<file path="src/hbm_pkg.sv">
// hbm_pkg: constants and carrier types for the h-bridge motor drive control
// assumes a 20 MHz core clock and a plain strobe register port
package hbm_pkg;
	localparam int unsigned CLK_HZ = 20000000;
	localparam int unsigned RETRY_US = 1000;
	localparam int unsigned RETRY_CYC = RETRY_US * (CLK_HZ / 1000000);
	localparam int unsigned DEGLITCH_NS = 3000;
	localparam int unsigned DEGLITCH_CYC_RAW = (DEGLITCH_NS * (CLK_HZ / 1000000) + 999) / 1000;
	localparam int unsigned DEGLITCH_CYC = (DEGLITCH_CYC_RAW < 1) ? 1 : DEGLITCH_CYC_RAW;
	localparam int unsigned CNT_W = 16;
	// register map: byte addresses
	localparam logic [7:0] REG_MOTOR_CTRL = 8'h0F;
	localparam logic [7:0] REG_MOTOR_STAT = 8'h3C;
	// field positions inside the motor control word
	localparam int unsigned FLD_B_SECOND = 0;
	localparam int unsigned FLD_B_FIRST = 1;
	localparam int unsigned FLD_A_SECOND = 2;
	localparam int unsigned FLD_A_FIRST = 3;
	localparam int unsigned FLD_SCHEME = 4;
	localparam logic [4:0] CTRL_RESET = 5'h00;
	localparam logic [31:0] RD_ZERO = 32'h00000000;

	typedef enum logic [1:0] {
		HBM_COAST,
		HBM_REVERSE,
		HBM_FORWARD,
		HBM_BRAKE
	} hbm_drive_e;

	typedef enum {
		HBM_RUN,
		HBM_OFF
	} hbm_prot_e;

	// one bridge's pin drive: value and output enable for each output
	typedef struct packed {
		logic out_one;
		logic out_one_oe;
		logic out_two;
		logic out_two_oe;
	} hbm_pins_s;

	typedef struct packed {
		hbm_prot_e st;
		logic [CNT_W-1:0] cnt;
	} hbm_prot_s;
endpackage : hbm_pkg

</file>
<file path="src/hbm_motor_ctrl.sv">
// hbm_motor_ctrl: decode and overcurrent retry for two h-bridges
// assumes synchronous register strobes and current-limit flags from the analog side
// Notes on behaviour
// - scheme pin low or floating with control bit 4 clear selects two-input decode; pin high or bit 4 set selects phase/enable
// - bridge A controls from bits 3:2, bridge B from bits 1:0 of control word
// - two-input: 00 coast, 01 reverse, 10 forward, 11 brake
// - phase/enable: enable 0 brakes; phase 1 reverse, phase 0 forward
// - current limit held past deglitch time disables whole affected bridge
// - disabled bridge re-enables automatically about one millisecond later
//
// Implementation choices: the address-and-strobe port and the register offsets.
`timescale 1ns/1ps
module hbm_motor_ctrl
	import hbm_pkg::*;
#(
	parameter int unsigned RETRY_CYCLES = RETRY_CYC,
	parameter int unsigned DEGLITCH_CYCLES = DEGLITCH_CYC
) (
	input wire logic core_clk,
	input wire logic sys_rst,
	input wire logic [7:0] reg_addr,
	input wire logic [31:0] reg_wdata,
	input wire logic reg_wr,
	input wire logic reg_rd,
	output logic [31:0] reg_rdata,
	input wire logic drive_scheme_select,
	input wire logic ilim_a,
	input wire logic ilim_b,
	output hbm_pins_s bridge_a,
	output hbm_pins_s bridge_b,
	output logic bridge_a_off,
	output logic bridge_b_off
);

	typedef struct packed {
		logic [4:0] ctrl;
		hbm_prot_s prot_a;
		hbm_prot_s prot_b;
		hbm_pins_s pins_a;
		hbm_pins_s pins_b;
		logic [31:0] rdata;
	} hbm_state_s;

	hbm_state_s q, d;

	////////////////////////////////////////////////////////////////////////////////
	// decode

	function automatic hbm_drive_e decode(input logic scheme, input logic first, input logic second);
		if (!scheme) begin
			case ({first, second})
				2'h0: decode = HBM_COAST;
				2'h1: decode = HBM_REVERSE;
				2'h2: decode = HBM_FORWARD;
				default: decode = HBM_BRAKE;
			endcase
		end else if (!first) begin
			decode = HBM_BRAKE;
		end else begin
			decode = second ? HBM_REVERSE : HBM_FORWARD;
		end
	endfunction : decode

	function automatic hbm_pins_s drive(input hbm_drive_e m, input logic off);
		hbm_pins_s p;
		p = '0;
		if (!off) begin
			case (m)
				HBM_REVERSE: begin
					p.out_one = 1'b0;
					p.out_one_oe = 1'b1;
					p.out_two = 1'b1;
					p.out_two_oe = 1'b1;
				end
				HBM_FORWARD: begin
					p.out_one = 1'b1;
					p.out_one_oe = 1'b1;
					p.out_two = 1'b0;
					p.out_two_oe = 1'b1;
				end
				HBM_BRAKE: begin
					p.out_one = 1'b0;
					p.out_one_oe = 1'b1;
					p.out_two = 1'b0;
					p.out_two_oe = 1'b1;
				end
				default: begin
					// coast: both outputs released
					p = '0;
				end
			endcase
		end
		drive = p;
	endfunction : drive

	// deglitch then fixed off time, then retry
	function automatic hbm_prot_s protect(input hbm_prot_s s, input logic ilim);
		hbm_prot_s n;
		n = s;
		case (s.st)
			HBM_RUN: begin
				if (!ilim) begin
					n.cnt = '0;
				end else if (s.cnt >= CNT_W'(DEGLITCH_CYCLES - 1)) begin
					n.st = HBM_OFF;
					n.cnt = '0;
				end else begin
					n.cnt = s.cnt + 1'b1;
				end
			end
			HBM_OFF: begin
				if (s.cnt >= CNT_W'(RETRY_CYCLES - 1)) begin
					n.st = HBM_RUN;
					n.cnt = '0;
				end else begin
					n.cnt = s.cnt + 1'b1;
				end
			end
			default: begin
				n.st = HBM_RUN;
				n.cnt = '0;
			end
		endcase
		protect = n;
	endfunction : protect

	////////////////////////////////////////////////////////////////////////////////
	// helpers

	function automatic logic is_off(input hbm_prot_s s);
		is_off = (s.st == HBM_OFF);
	endfunction : is_off

	// address match of one register, shared by both strobes
	function automatic logic hit(input logic [7:0] addr, input logic [7:0] reg_at);
		hit = (addr == reg_at);
	endfunction : hit

	// pin high or register bit set selects phase/enable
	function automatic logic scheme_of(input logic pin, input logic [4:0] ctrl);
		scheme_of = pin | ctrl[FLD_SCHEME];
	endfunction : scheme_of

	// one bridge: decode its two control bits, then gate by its shutdown state
	function automatic hbm_pins_s bridge_pins(input logic scheme, input logic first, input logic second,
			input hbm_prot_s prot);
		bridge_pins = drive(decode(scheme, first, second), is_off(prot));
	endfunction : bridge_pins

	// registered read word; unmapped addresses read as zero
	function automatic logic [31:0] read_word(input logic [7:0] addr, input logic [4:0] ctrl,
			input logic scheme, input logic off_a, input logic off_b);
		logic [31:0] w;
		w = RD_ZERO;
		if (hit(addr, REG_MOTOR_CTRL)) begin
			w = {27'h0, ctrl};
		end else if (hit(addr, REG_MOTOR_STAT)) begin
			// status: effective scheme, then bridge B and bridge A shutdown
			w = {29'h0, scheme, off_b, off_a};
		end else begin
			w = RD_ZERO;
		end
		read_word = w;
	endfunction : read_word

	////////////////////////////////////////////////////////////////////////////////
	// next state

	always_comb begin
		logic scheme;
		logic off_a;
		logic off_b;
		scheme = 1'b0;
		off_a = 1'b0;
		off_b = 1'b0;
		d = q;
		if (reg_wr && hit(reg_addr, REG_MOTOR_CTRL)) begin
			d.ctrl = reg_wdata[4:0];
		end
		scheme = scheme_of(drive_scheme_select, q.ctrl);
		off_a = is_off(q.prot_a);
		off_b = is_off(q.prot_b);
		d.prot_a = protect(q.prot_a, ilim_a);
		d.prot_b = protect(q.prot_b, ilim_b);
		// each bridge follows its own bits, one edge after they change
		d.pins_a = bridge_pins(scheme, q.ctrl[FLD_A_FIRST], q.ctrl[FLD_A_SECOND], q.prot_a);
		d.pins_b = bridge_pins(scheme, q.ctrl[FLD_B_FIRST], q.ctrl[FLD_B_SECOND], q.prot_b);
		d.rdata = RD_ZERO;
		if (reg_rd) begin
			d.rdata = read_word(reg_addr, q.ctrl, scheme, off_a, off_b);
		end
	end

	////////////////////////////////////////////////////////////////////////////////
	// state register

	always_ff @(posedge core_clk) begin
		if (sys_rst) begin
			q.ctrl <= CTRL_RESET;
			q.prot_a <= '{st: HBM_RUN, cnt: '0};
			q.prot_b <= '{st: HBM_RUN, cnt: '0};
			q.pins_a <= '0;
			q.pins_b <= '0;
			q.rdata <= RD_ZERO;
		end else begin
			q <= d;
		end
	end

	////////////////////////////////////////////////////////////////////////////////
	// outputs

	assign reg_rdata = q.rdata;
	assign bridge_a = q.pins_a;
	assign bridge_b = q.pins_b;
	assign bridge_a_off = is_off(q.prot_a);
	assign bridge_b_off = is_off(q.prot_b);

endmodule : hbm_motor_ctrl

</file>
<file path="config.mk">
export PLATFORM = sky130hd
export DESIGN_NAME = hbm_motor_ctrl
export DESIGN_NICKNAME = d
export VERILOG_FILES = /design/src/hbm_pkg.sv /design/src/hbm_motor_ctrl.sv
export SDC_FILE = /design/constraint.sdc
export NUM_CORES = 1
export LEC_CHECK = 0
export BUFFER_PORTS_ARGS = -buffer_cell sky130_fd_sc_hd__clkbuf_2
export CAP_MARGIN = 20
export CORE_MARGIN = 2
export CORE_UTILIZATION = 50
export DETAILED_ROUTE_END_ITERATION = 10
export GPL_ROUTABILITY_DRIVEN = 0
export GPL_TIMING_DRIVEN = 0
export PLACE_DENSITY = 0.76
export RECOVER_POWER = 100
export SLEW_MARGIN = 0
export SYNTH_ARGS = -nofsm -noshare
export SYNTH_HDL_FRONTEND = slang
export SYNTH_SLANG_ARGS = --single-unit
</file>
<file path="constraint.sdc">
create_clock -name core_clk -period 2.01 [get_ports core_clk]
set_input_delay 0.3015 -clock core_clk [delete_from_list [all_inputs] [get_ports core_clk]]
set_output_delay 0.3015 -clock core_clk [all_outputs]
set_load 0.05 [all_outputs]
</file>
# Word level (Yosys, flattened, before mapping)
# Index checks and enable logic that the tools add are counted.
[totals] register_bits=141 input_bits=47 out_inout_bits=42 elab_cells=82
[op_classes] add_sub_neg=2 n_lt_le_gt_ge=4 n_eq_ne=22 mux=26 bitwise=2 reduce_logical=11
[op_table] cell="32-bit 2-to-1 mux" n=6
[op_table] cell="48-bit case mux with 2 select lines" n=2
[op_table] cell="16-bit 2-to-1 mux" n=6
[op_table] cell="32-bit by 1-bit equality test with 1-bit output (second input constant)" n=2
[op_table] cell="32-bit by 2-bit equality test with 1-bit output (second input constant)" n=2
[op_table] cell="32-bit zero test" n=2
[op_table] cell="16-bit by 1-bit adder with 16-bit output (second input constant)" n=2
[op_table] cell="16-bit by 15-bit greater-or-equal comparator with 1-bit output (second input constant)" n=2
[op_table] cell="16-bit by 6-bit greater-or-equal comparator with 1-bit output (second input constant)" n=2
[op_table] cell="4-bit case mux with 3 select lines" n=2
[op_table] cell="2-bit equality test (second input constant)" n=6
[op_table] cell="2-bit 2-to-1 mux" n=6
[op_table] cell="2-bit inequality test (second input constant)" n=6
[op_table] cell="2-bit case mux with 3 select lines" n=2
[op_table] cell="2-bit by 1-bit equality test with 1-bit output (second input constant)" n=4
[op_table] cell="8-bit by 4-bit equality test with 1-bit output (second input constant)" n=1
[op_table] cell="8-bit by 6-bit equality test with 1-bit output (second input constant)" n=1
[op_table] cell="3-bit AND reduction" n=2
[op_table] cell="2-bit OR reduction" n=3
[op_table] cell="5-bit 2-to-1 mux" n=1
[op_table] cell="2-bit zero test" n=2
[op_table] cell="3-bit 2-to-1 mux" n=1
[op_table] cell="3-bit OR reduction" n=1
[op_table] cell="1-bit logical AND" n=1
[op_table] cell="other kinds (2)" n=2

# Logic depth before layout (Yosys ltp)
# Gate-level depths: netlist of run 1.
[depth] word_depth=5 mapped_depth=6 ltp_nobuf=5

# Least setup slack after synthesis of run 1
# No wires, ideal clock.
[synth_timing] kind="reg-to-reg" from="register q[56] (netlist bit)" to="register q[47] (netlist bit)" setup_time_ns=0.086 arrival_ns=1.693 required_time_ns=1.924 slack_ns=0.231 stages_incl_launch_ff=6 n_path_buf=1 synth_period_minus_slack_ns=1.779 path_cell_list="dfxtp_1 -> inv_1 -> a2111oi_2 -> o21ai_1 -> buf_2 -> a211oi_1"
[synth_between] elab_chain_len=2 word_cells_on_any_way=3 cone_classes="eq/ne: 1; mux: 1; reduce/logical: 1"
[synth_lines] element="start, declared" line_no="hbm_motor_ctrl.sv:44" text="hbm_state_s q, d;"
[synth_lines] element="32-bit by 1-bit equality test with 1-bit output or 32-bit zero test (tied branches)" line_no="hbm_motor_ctrl.sv:100" text="case (s.st)"
[synth_lines] element="48-bit case mux with 2 select lines (*)" line_no="hbm_motor_ctrl.sv:100"
# Every way passes the cells marked *; elsewhere a longest branch is shown, timed or not.
# A chain may end at the register's enable or synchronous reset.

# Worst setup path after layout of run 1
[layout_timing] from="register q[100] (netlist bit)" to="register q[93] (netlist bit)"
[layout_between] elab_chain_len=4 word_cells_on_any_way=6 cone_classes="order compare: 2; mux: 4"
[layout_lines] element="16-bit by 6-bit greater-or-equal comparator with 1-bit output" line_no="hbm_motor_ctrl.sv:104" text="end else if (s.cnt >= CNT_W'(DEGLITCH_CYCLES - 1)) begin"
[layout_lines] element="16-bit 2-to-1 mux" line_no="hbm_motor_ctrl.sv:104"
[layout_lines] element="16-bit 2-to-1 mux" line_no="hbm_motor_ctrl.sv:102" text="if (!ilim) begin"
[layout_lines] element="48-bit case mux with 2 select lines (*)" line_no="hbm_motor_ctrl.sv:100"
# Marks and branches as above.

==> results of run 1 <==
## path summary, 6_finish.rpt
path	startpoint	to	slack (ns)	cells after the start
max	q[100]	q[93]	0.12	5
min	reg_wdata[1]	q[137]	0.22	3
max reg2reg	q[100]	q[93]	0.12	5
min reg2reg	q[40]	q[40]	0.46	1
## state kept, by name (all words and copies together), names as in the netlist
register	flops
bridge_b	3
bridge_a	3
reg_rdata	5
q	39
## power breakdown
part	switching (mW)	internal (mW)
sequential	0.00745	1.00
clock	0.345	0.245
combinational	0.208	0.0900
total	0.560	1.34
## per-layer routing
metal  vias up  track usage, %  wire [um]  share of wire [%]
li1       1071               -          -                  -
met1       929           20.75       2314                 45
met2        53           30.35       2534                 49
met3         7           3.765        257                5.0
met4         0           6.607         63                1.2
met5         -               0          0                  0
## synthesized netlist by cell type, types with 3 or more instances
cell	instances
sky130_fd_sc_hd__nand2_1	12
sky130_fd_sc_hd__nor4b_1	4
sky130_fd_sc_hd__xnor2_1	17
sky130_fd_sc_hd__dfxtp_1	50
sky130_fd_sc_hd__inv_1	4
sky130_fd_sc_hd__nor3_1	8
sky130_fd_sc_hd__and4_1	3
sky130_fd_sc_hd__nand4_1	7
sky130_fd_sc_hd__nor2_1	14
sky130_fd_sc_hd__nand3_1	14
sky130_fd_sc_hd__mux2i_1	5
sky130_fd_sc_hd__nor4_1	8
sky130_fd_sc_hd__xor2_1	10
sky130_fd_sc_hd__clkbuf_1	4
sky130_fd_sc_hd__a211oi_2	10
sky130_fd_sc_hd__a211oi_1	18
sky130_fd_sc_hd__a22o_1	3
sky130_fd_sc_hd__clkbuf_8	3
sky130_fd_sc_hd__buf_4	41
## cells in the final DEF, fill, tap and decap left out, types with 3 or more instances in the layout
cell                       instances
sky130_fd_sc_hd__nand3_1          14
sky130_fd_sc_hd__buf_4            41
sky130_fd_sc_hd__nor2_1           15
sky130_fd_sc_hd__xnor2_1          17
sky130_fd_sc_hd__nor3_1            8
sky130_fd_sc_hd__inv_1             4
sky130_fd_sc_hd__a22o_1            3
sky130_fd_sc_hd__or4_1             3
sky130_fd_sc_hd__clkbuf_1         21
sky130_fd_sc_hd__clkbuf_8          8
sky130_fd_sc_hd__xor2_1           10
sky130_fd_sc_hd__nand4_1           7
sky130_fd_sc_hd__nand2_1          12
sky130_fd_sc_hd__a211oi_2          5
sky130_fd_sc_hd__and4_1            3
sky130_fd_sc_hd__mux2i_1           5
sky130_fd_sc_hd__dfxtp_1          50
sky130_fd_sc_hd__clkbuf_2         21
sky130_fd_sc_hd__nor4b_1           4
sky130_fd_sc_hd__nor4_1            8
sky130_fd_sc_hd__a211oi_1         23
sky130_fd_sc_hd__conb_1           29
## stage by stage
| stage | power, mW | cell area, sq um | utilization, % | setup slack, ns |
|---|---|---|---|---|
| floorplan | 1.287 | 2783 | - | 0.2314 |
| global placement | 1.329 | 3035 | 59.06 | 0.1203 |
| detailed placement | 1.331 | 3035 | 59.06 | 0.09868 |
| CTS | 1.913 | 3126 | 60.81 | 0.04859 |
| global route | 1.970 | 3082 | 59.96 | 0.02334 |
| finish | 1.895 | 3082 | 59.96 | 0.1216 |
## layout make-up
class	count	area (sq um)
Buffer	54	414.1
Clock buffer	5	68.82
Clock inverter	3	21.27
Fill cell	489	2058
Inverter	4	15.01
Multi-Input combinational cell	195	1324
Sequential cell	50	1001
Tap cell	70	87.58
Timing Repair Buffer	34	150.1
## timing repair
action                     4_1_cts  5_1_grt
hold buffers                     0        0
setup endpoints to repair        0       11
gates resized for setup          0        1
setup buffers                    0        1
## cell families after synthesis
group / count (synthesis) / share of synthesized area [%]
compound gates: 44 / 14.77
xor+xnor: 27 / 8.832
simple gates: 88 / 20.00
flops: 50 / 37.38
buf+inv: 58 / 16.07
mux: 5 / 1.869
fa+ha+maj: 2 / 0.9344
other cells: 1 / 0.1401
## worst max-delay path, stage by stage (launching register included)
cell	delay (ns)
sky130_fd_sc_hd__dfxtp_1	0.36
sky130_fd_sc_hd__or4_1	0.55
sky130_fd_sc_hd__nor2_1	0.28
sky130_fd_sc_hd__nand4_4	0.18
sky130_fd_sc_hd__buf_6	0.20
sky130_fd_sc_hd__a211oi_1	0.22
==> impl_metrics.yaml, run 1 <==
status:
  outcome: "finished, final reports clean"
clock_network:
  clock_transition_at_path_regs_ns: 0.10
  cts.path.max_buffers: 2
  clock_sink_count: 50
  cts_tree: "built"
  cts_htree_levels: 2
  worst_skew_pair.late_latency_ns: 0.30
  cts.root.buffer_cell: "sky130_fd_sc_hd__clkbuf_8"
  cts-buffers-inserted: 5
synthesis:
  yosys.area.top_type: "sky130_fd_sc_hd__dfxtp_1"
  synth.avg_cell_area_sq_um: 9.737
  synth_cells: 275
  synth_seq_cells: 50
  netlist.area_leader.share_pct: 37.38
  ys_top_cells_by_area: "sky130_fd_sc_hd__dfxtp_1 (37%), sky130_fd_sc_hd__buf_4 (11%), sky130_fd_sc_hd__xnor2_1 (5.6%)"
  post_synth_edffs: 0
  synthFlopType: "sky130_fd_sc_hd__dfxtp_1"
  synth.yosys.seq_area_share_pct: 37.38
  yosys_warnings: 0
  syn_area_sq_mm: 0.002678
  synth-async-reset-ratio_pct: 0
  synth_cell_type_count: 48
timing:
  grt_setup_unrepaired: "false"
  finalHoldWorstSlack_ns: 0.2208
  totalNegativeSetupSlack_ns: 0
  min_period_ns: 1.888
  final-hold-violation-count: 0
  worstMarginPinSlew_ns: 0.6079
  finalCritPeriodShare_pct: 93.95
  skew_ns: 0.008241
  fmax_mhz: 529.5
  timing.final.setup_violations: 0
  timing.slew.headroom_pct: 59.65
  final_slew_violations: 0
routing:
  wl_per_cell_um: 12.46
  post-route-drc-count: 0
  firstDrtPassIters: 4
  routed_via_count: 2060
  route.final.wire_length_um: 5170
  vias_per_cell: 4.964
  final_antenna_net_count: 0
  dr.first_iter.drc_count: 77
grt:
  grt.overflow.total: 0
  global_route_wire_length_before_repair_um: 8521
  antenna_found_initial: 0
  grt.total_usage_pct: 17.38
  grt_pass1_vias: 1925
  grt_start_max_net_pins: 17
worst_setup_path:
  timing.critical_path.required_ns: 2.23
  criticalPathCategory: "flop to flop"
  worstPathMaxFanout: 10
  setup_crit_end_kind: "flop"
  crit_path_start_kind: "flop"
  cp_data_arrival_time_ns: 2.11
cells_and_area:
  area.growth.synth_to_final_pct: 15.09
  fraction_of_layout_instances_using_a_drive_strength_above_1_pct: 24.93
  layout.cells.non_filler: 415
  count_of_antenna_diodes_in_the_layout: 0
  net_total_in_the_final_layout: 393
die:
  num_io_pins: 89
  placeableCoreArea_sq_mm: 0.005140
  chipWidth_um: 77.18
  design.die.area_sq_mm: 0.005957
  initial_utilization_pct: 52.09
  fp.dieH_um: 77.18
  fp-row-count: 26
power:
  power-per-cell-area_mw_per_mm2: 614.8
  worst_ir_drop_vdd_uv: 314.3
  total_leakage_power_nw: 1.192
flow_run:
  maxCapViolCount: 0
placement:
  port_buffers: 33
  placed_instances: 406
  hpwl_um: 3771
min_path:
  min_path_type: "primary input to flop"
Note: power is estimated with default switching activity, not from simulation.
==> run 2, diff against run 1 <==
--- a/config.mk
+++ b/config.mk
@@ -6,12 +6,11 @@
 export NUM_CORES = 1
 export LEC_CHECK = 0
 export BUFFER_PORTS_ARGS = -buffer_cell sky130_fd_sc_hd__clkbuf_2
-export CAP_MARGIN = 20
 export CORE_MARGIN = 2
 export CORE_UTILIZATION = 50
 export DETAILED_ROUTE_END_ITERATION = 10
 export GPL_ROUTABILITY_DRIVEN = 0
-export GPL_TIMING_DRIVEN = 0
+export GPL_TIMING_DRIVEN = 1
 export PLACE_DENSITY = 0.76
 export RECOVER_POWER = 100
 export SLEW_MARGIN = 0
==> run 2 against run 1 <==
Total power down 1.9%; count of clock-buffer cells in the layout stayed put; critical path type unchanged; global-route usage shrank 1.7 points; sequential cell count is the same; first-iteration DRC count up 1.3%; non-clock buffer count is 47 lower; largest power group unchanged; maximum frequency is 0.49% higher; final area decreased by 13%; clock skew grew 0.0075 ns.
==> impl_metrics.yaml, run 2 (synthesized netlist as in run 1, its figures left out) <==
timing:
  timing.slew.headroom_pct: 59.94
  final_slew_violations: 0
  skew_ns: 0.01574
  min_period_ns: 1.879
  grt_setup_unrepaired: "false"
  timing.final.setup_violations: 0
  finalHoldWorstSlack_ns: 0.2146
  worstMarginPinSlew_ns: 0.6034
  fmax_mhz: 532.1
  finalCritPeriodShare_pct: 93.49
  final-hold-violation-count: 0
  totalNegativeSetupSlack_ns: 0
die:
  fp-row-count: 26
  num_io_pins: 89
  chipWidth_um: 77.18
  design.die.area_sq_mm: 0.005957
  fp.dieH_um: 77.18
  initial_utilization_pct: 52.09
  placeableCoreArea_sq_mm: 0.005140
clock_network:
  cts-buffers-inserted: 5
  clock_sink_count: 50
  cts.path.max_buffers: 2
  post_cts_repair_setup_buffers: 0
  worst_skew_pair.late_latency_ns: 0.32
  cts_tree: "built"
  cts_htree_levels: 2
  clock_transition_at_path_regs_ns: 0.11
  cts-resized-gates: 0
  cts.hold.buffers_added: 0
  cts.root.buffer_cell: "sky130_fd_sc_hd__clkbuf_8"
cells_and_area:
  layout.cells.most_common_list: "sky130_fd_sc_hd__dfxtp_1 (50), sky130_fd_sc_hd__conb_1 (29), sky130_fd_sc_hd__a211oi_1 (28)"
  area.growth.synth_to_final_pct: 0.6540
  largest_register_ff_count: 39
  area_of_all_placed_cells_without_fillers_sq_mm: 0.002695
  fraction_of_layout_instances_using_a_drive_strength_above_1_pct: 13.09
  layout.cells.non_filler: 368
  net_total_in_the_final_layout: 346
  largest_register: "q"
  final_common_cell: "sky130_fd_sc_hd__dfxtp_1"
  count_of_antenna_diodes_in_the_layout: 0
grt:
  grt.total_usage_pct: 15.69
  grt_pass1_vias: 1680
  global_route_wire_length_before_repair_um: 7645
  grt_start_max_net_pins: 44
  antenna_found_initial: 0
  grt.overflow.total: 0
routing:
  firstDrtPassIters: 4
  post-route-drc-count: 0
  routed_via_count: 1905
  final_antenna_net_count: 0
  wl_per_cell_um: 12.56
  vias_per_cell: 5.177
  dr.first_iter.drc_count: 78
  route.final.wire_length_um: 4623
worst_setup_path:
  worstPathMaxFanout: 15
  rr_startpoint: "q[100]"
  setup_crit_end_kind: "flop"
  cp_data_arrival_time_ns: 2.09
  regToRegEndpoint: "q[102]"
  reg2reg_slack_ns: 0.13
  worst_setup_path_startpoint: "q[100]"
  crit_path_start_kind: "flop"
  timing.critical_path.required_ns: 2.22
  worstRegToRegCells: 4
  criticalPathCategory: "flop to flop"
placement:
  port_buffers: 34
  hpwl_um: 3175
  placed_instances: 360
  dpl-instance-area_sq_mm: 0.002678
power:
  switching_share_pct: 30.31
  power-per-cell-area_mw_per_mm2: 689.6
  power_switching_uw: 563.3
  portion_of_total_power_attributed_to_the_clock_network_pct: 33.2
  total_leakage_power_nw: 0.9493
  combPwrFrac_pct: 12.4
  p_int_mw: 1.295
  p_total_mw: 1.859
  worst_ir_drop_vdd_uv: 328.9
  share_seq_of_total_power_pct: 54.3
min_path:
  min-delay-start: "reg_wdata[4]"
  hold_path_end: "q[140]"
  whs_path_depth: 3
  min_path_type: "primary input to flop"
flow_run:
  maxCapViolCount: 0
status:
  outcome: "finished, final reports clean"
run 2: cell types whose count changed in the layout (fill, tap and decap cells not counted), moves of 2 or more:
| cell | before | now |
|---|---|---|
| sky130_fd_sc_hd__inv_6 | 0 | 2 |
| sky130_fd_sc_hd__a211oi_2 | 5 | 0 |
| sky130_fd_sc_hd__buf_4 | 41 | 5 |
| sky130_fd_sc_hd__a211oi_1 | 23 | 28 |
| sky130_fd_sc_hd__clkbuf_1 | 21 | 16 |
| sky130_fd_sc_hd__clkbuf_8 | 8 | 5 |
run 2: routing by layer:
metal  global-route usage, %  wire, um
met1                   21.19      2286
met2                   24.61      2057
met3                   3.647       215
met4                   5.357        64
met5                       0         0
run 2: worst max path at each step:
stage | endpoint | slack (ns)
finish | q[102] | 0.13
global route | q[48] | 0.009
detailed placement | q[102] | 0.13
global placement | q[102] | 0.15
floorplan | q[47] | 0.23
CTS | q[102] | 0.12
run 2: power groups by stage:
stage	clock network, mW	registers [mW]	logic [mW]
5_1_grt	0.679	1.01	0.242
4_1_cts	0.635	1.01	0.238
6_report	0.618	1.01	0.231
3_3_place_gp	0	1.03	0.237
3_5_place_dp	0	1.03	0.237
2_1_floorplan	0	1.04	0.250
run 2: through the flow:
step           setup slack (ns)  util [%]
6_report                 0.1308     52.43
5_1_grt                0.009077     52.43
4_1_cts                  0.1178     53.94
3_5_place_dp             0.1304     52.09
3_3_place_gp             0.1549     52.09
2_1_floorplan            0.2314         -
run 2: area by class of cell:
class,count,area (sq um)
clock inverters,3,26.28
flip-flops and latches,50,1001
multi-input cells,195,1299
clock buffers,5,68.82
inverters,4,15.01
repair buffers,41,197.7
well taps,70,87.58
fillers,515,2445
run 2: critical path: stages (launching register included):
cell                       delay, ns
sky130_fd_sc_hd__dfxtp_1        0.36
sky130_fd_sc_hd__or4_4          0.54
sky130_fd_sc_hd__nor2_1         0.26
sky130_fd_sc_hd__nand4_4        0.28
sky130_fd_sc_hd__a221oi_1       0.35
==> run 3, diff against run 2 <==
==> constraint.sdc (replaced) <==
create_clock -name core_clk -period 2.01 [get_ports core_clk]
set_input_delay 0.1005 -clock core_clk [delete_from_list [all_inputs] [get_ports core_clk]]
set_output_delay 0.1005 -clock core_clk [all_outputs]
set_load 0.05 [all_outputs]
==> run 3 against run 2 <==
Non-clock buffer count rose by 1; sequential cell count unchanged; register-to-register slack better by 0.06 ns; critical path depth is the same; first-iteration DRC count is 3.8% higher; clock skew fell by 0.0062 ns; largest cell class unchanged.
==> impl_metrics.yaml, run 3 (synthesized netlist as in run 1, its figures left out) <==
die:
  placeableCoreArea_sq_mm: 0.005140
  chipWidth_um: 77.18
  initial_utilization_pct: 52.09
  num_io_pins: 89
  fp.dieH_um: 77.18
  fp-row-count: 26
  design.die.area_sq_mm: 0.005957
grt:
  grt_start_max_net_pins: 44
  global_route_wire_length_before_repair_um: 7734
  grt.overflow.total: 0
  antenna_found_initial: 0
  grt.total_usage_pct: 15.82
  grt_pass1_vias: 1652
timing:
  final-hold-violation-count: 0
  totalNegativeSetupSlack_ns: 0
  final_slew_violations: 0
  finalCritPeriodShare_pct: 90.62
  timing.slew.headroom_pct: 59.88
  worstMarginPinSlew_ns: 0.6044
  finalHoldWorstSlack_ns: 0.02173
  timing.final.setup_violations: 0
  skew_ns: 0.009537
  fmax_mhz: 549.0
  min_period_ns: 1.821
  grt_setup_unrepaired: "false"
routing:
  vias_per_cell: 5.247
  firstDrtPassIters: 4
  routed_via_count: 1936
  final_antenna_net_count: 0
  wl_per_cell_um: 12.52
  dr.first_iter.drc_count: 81
  post-route-drc-count: 0
  route.final.wire_length_um: 4620
cells_and_area:
  area.growth.synth_to_final_pct: 1.215
  fraction_of_layout_instances_using_a_drive_strength_above_1_pct: 13.38
  net_total_in_the_final_layout: 347
  final_common_cell: "sky130_fd_sc_hd__dfxtp_1"
  layout.cells.most_common_list: "sky130_fd_sc_hd__dfxtp_1 (50), sky130_fd_sc_hd__conb_1 (29), sky130_fd_sc_hd__a211oi_1 (28)"
  count_of_antenna_diodes_in_the_layout: 0
  largest_register_ff_count: 39
  largest_register: "q"
clock_network:
  cts_htree_levels: 2
  cts.root.buffer_cell: "sky130_fd_sc_hd__clkbuf_8"
  worst_skew_pair.late_latency_ns: 0.32
  clock_sink_count: 50
  cts-buffers-inserted: 5
  cts-resized-gates: 0
  cts_tree: "built"
  cts.path.max_buffers: 2
  clock_transition_at_path_regs_ns: 0.10
power:
  total_leakage_power_nw: 0.9553
  worst_ir_drop_vdd_uv: 311.3
  power-per-cell-area_mw_per_mm2: 691.4
worst_setup_path:
  timing.critical_path.required_ns: 2.19
  criticalPathCategory: "flop to flop"
  crit_path_start_kind: "flop"
  worstPathMaxFanout: 16
  setup_crit_end_kind: "flop"
  worstRegToRegCells: 4
  cp_data_arrival_time_ns: 2.00
placement:
  port_buffers: 34
  hpwl_um: 3184
flow_run:
  maxCapViolCount: 0
status:
  outcome: "finished, final reports clean"
min_path:
  whs_path_depth: 3
  min_path_type: "primary input to flop"
[run 3: final cells by class]
type	instances	area, sq um
Timing Repair Buffer	42	207.7
Clock inverter	3	28.78
Inverter	4	15.01
Sequential cell	50	1001
Fill cell	500	2430
Multi-Input combinational cell	195	1301
Clock buffer	5	68.82
Tap cell	70	87.58
[run 3: repair_timing]
action	CTS	global route
endpoints found under the hold margin	1	0
setup endpoints to repair	0	1
buffers inserted	0	0
hold buffers	1	0
[run 3: path summary, 6_finish.rpt]
path | endpoint | slack, ns | startpoint
max | q[102] | 0.19 | q[100]
min reg2reg | q[40] | 0.47 | q[40]
min | q[136] | 0.02 | reg_wdata[0]
max reg2reg | q[102] | 0.19 | q[100]
[run 3: per-stage QoR]
step           worst slack (ns)  instance area, sq um  power [mW]  instances  util, %
2_1_floorplan            0.2314                  2783       1.287        303        -
3_3_place_gp             0.1556                  2678       1.270        360    52.09
3_5_place_dp             0.1319                  2678       1.270        360    52.09
4_1_cts                  0.1182                  2785       1.904        369    54.19
5_1_grt                 0.02890                  2710       1.950        369    52.73
6_report                 0.1886                  2710       1.874        369    52.73
[run 3: worst max-delay path, cell delays in order, from the launching register on]
cell	delay (ns)
sky130_fd_sc_hd__dfxtp_1	0.37
sky130_fd_sc_hd__or4_4	0.55
sky130_fd_sc_hd__a2111o_1	0.41
sky130_fd_sc_hd__nand4b_4	0.24
sky130_fd_sc_hd__a221oi_1	0.13
[run 3: routing by layer]
layer  vias to the layer above  GRT usage [%]  share of wire [%]
met5                         -              0                  0
met4                         0          5.893                1.5
met3                         6          3.882                5.1
met2                        54          24.26                 45
met1                       890          21.49                 48
li1                        986              -                  -
[run 3: power by group]
| group | internal, mW | total [mW] | switching [mW] |
|---|---|---|---|
| clock network | 0.261 | 0.632 | 0.371 |
| registers | 1.00 | 1.01 | 0.0100 |
| logic | 0.0402 | 0.232 | 0.192 |
| total | 1.30 | 1.87 | 0.573 |
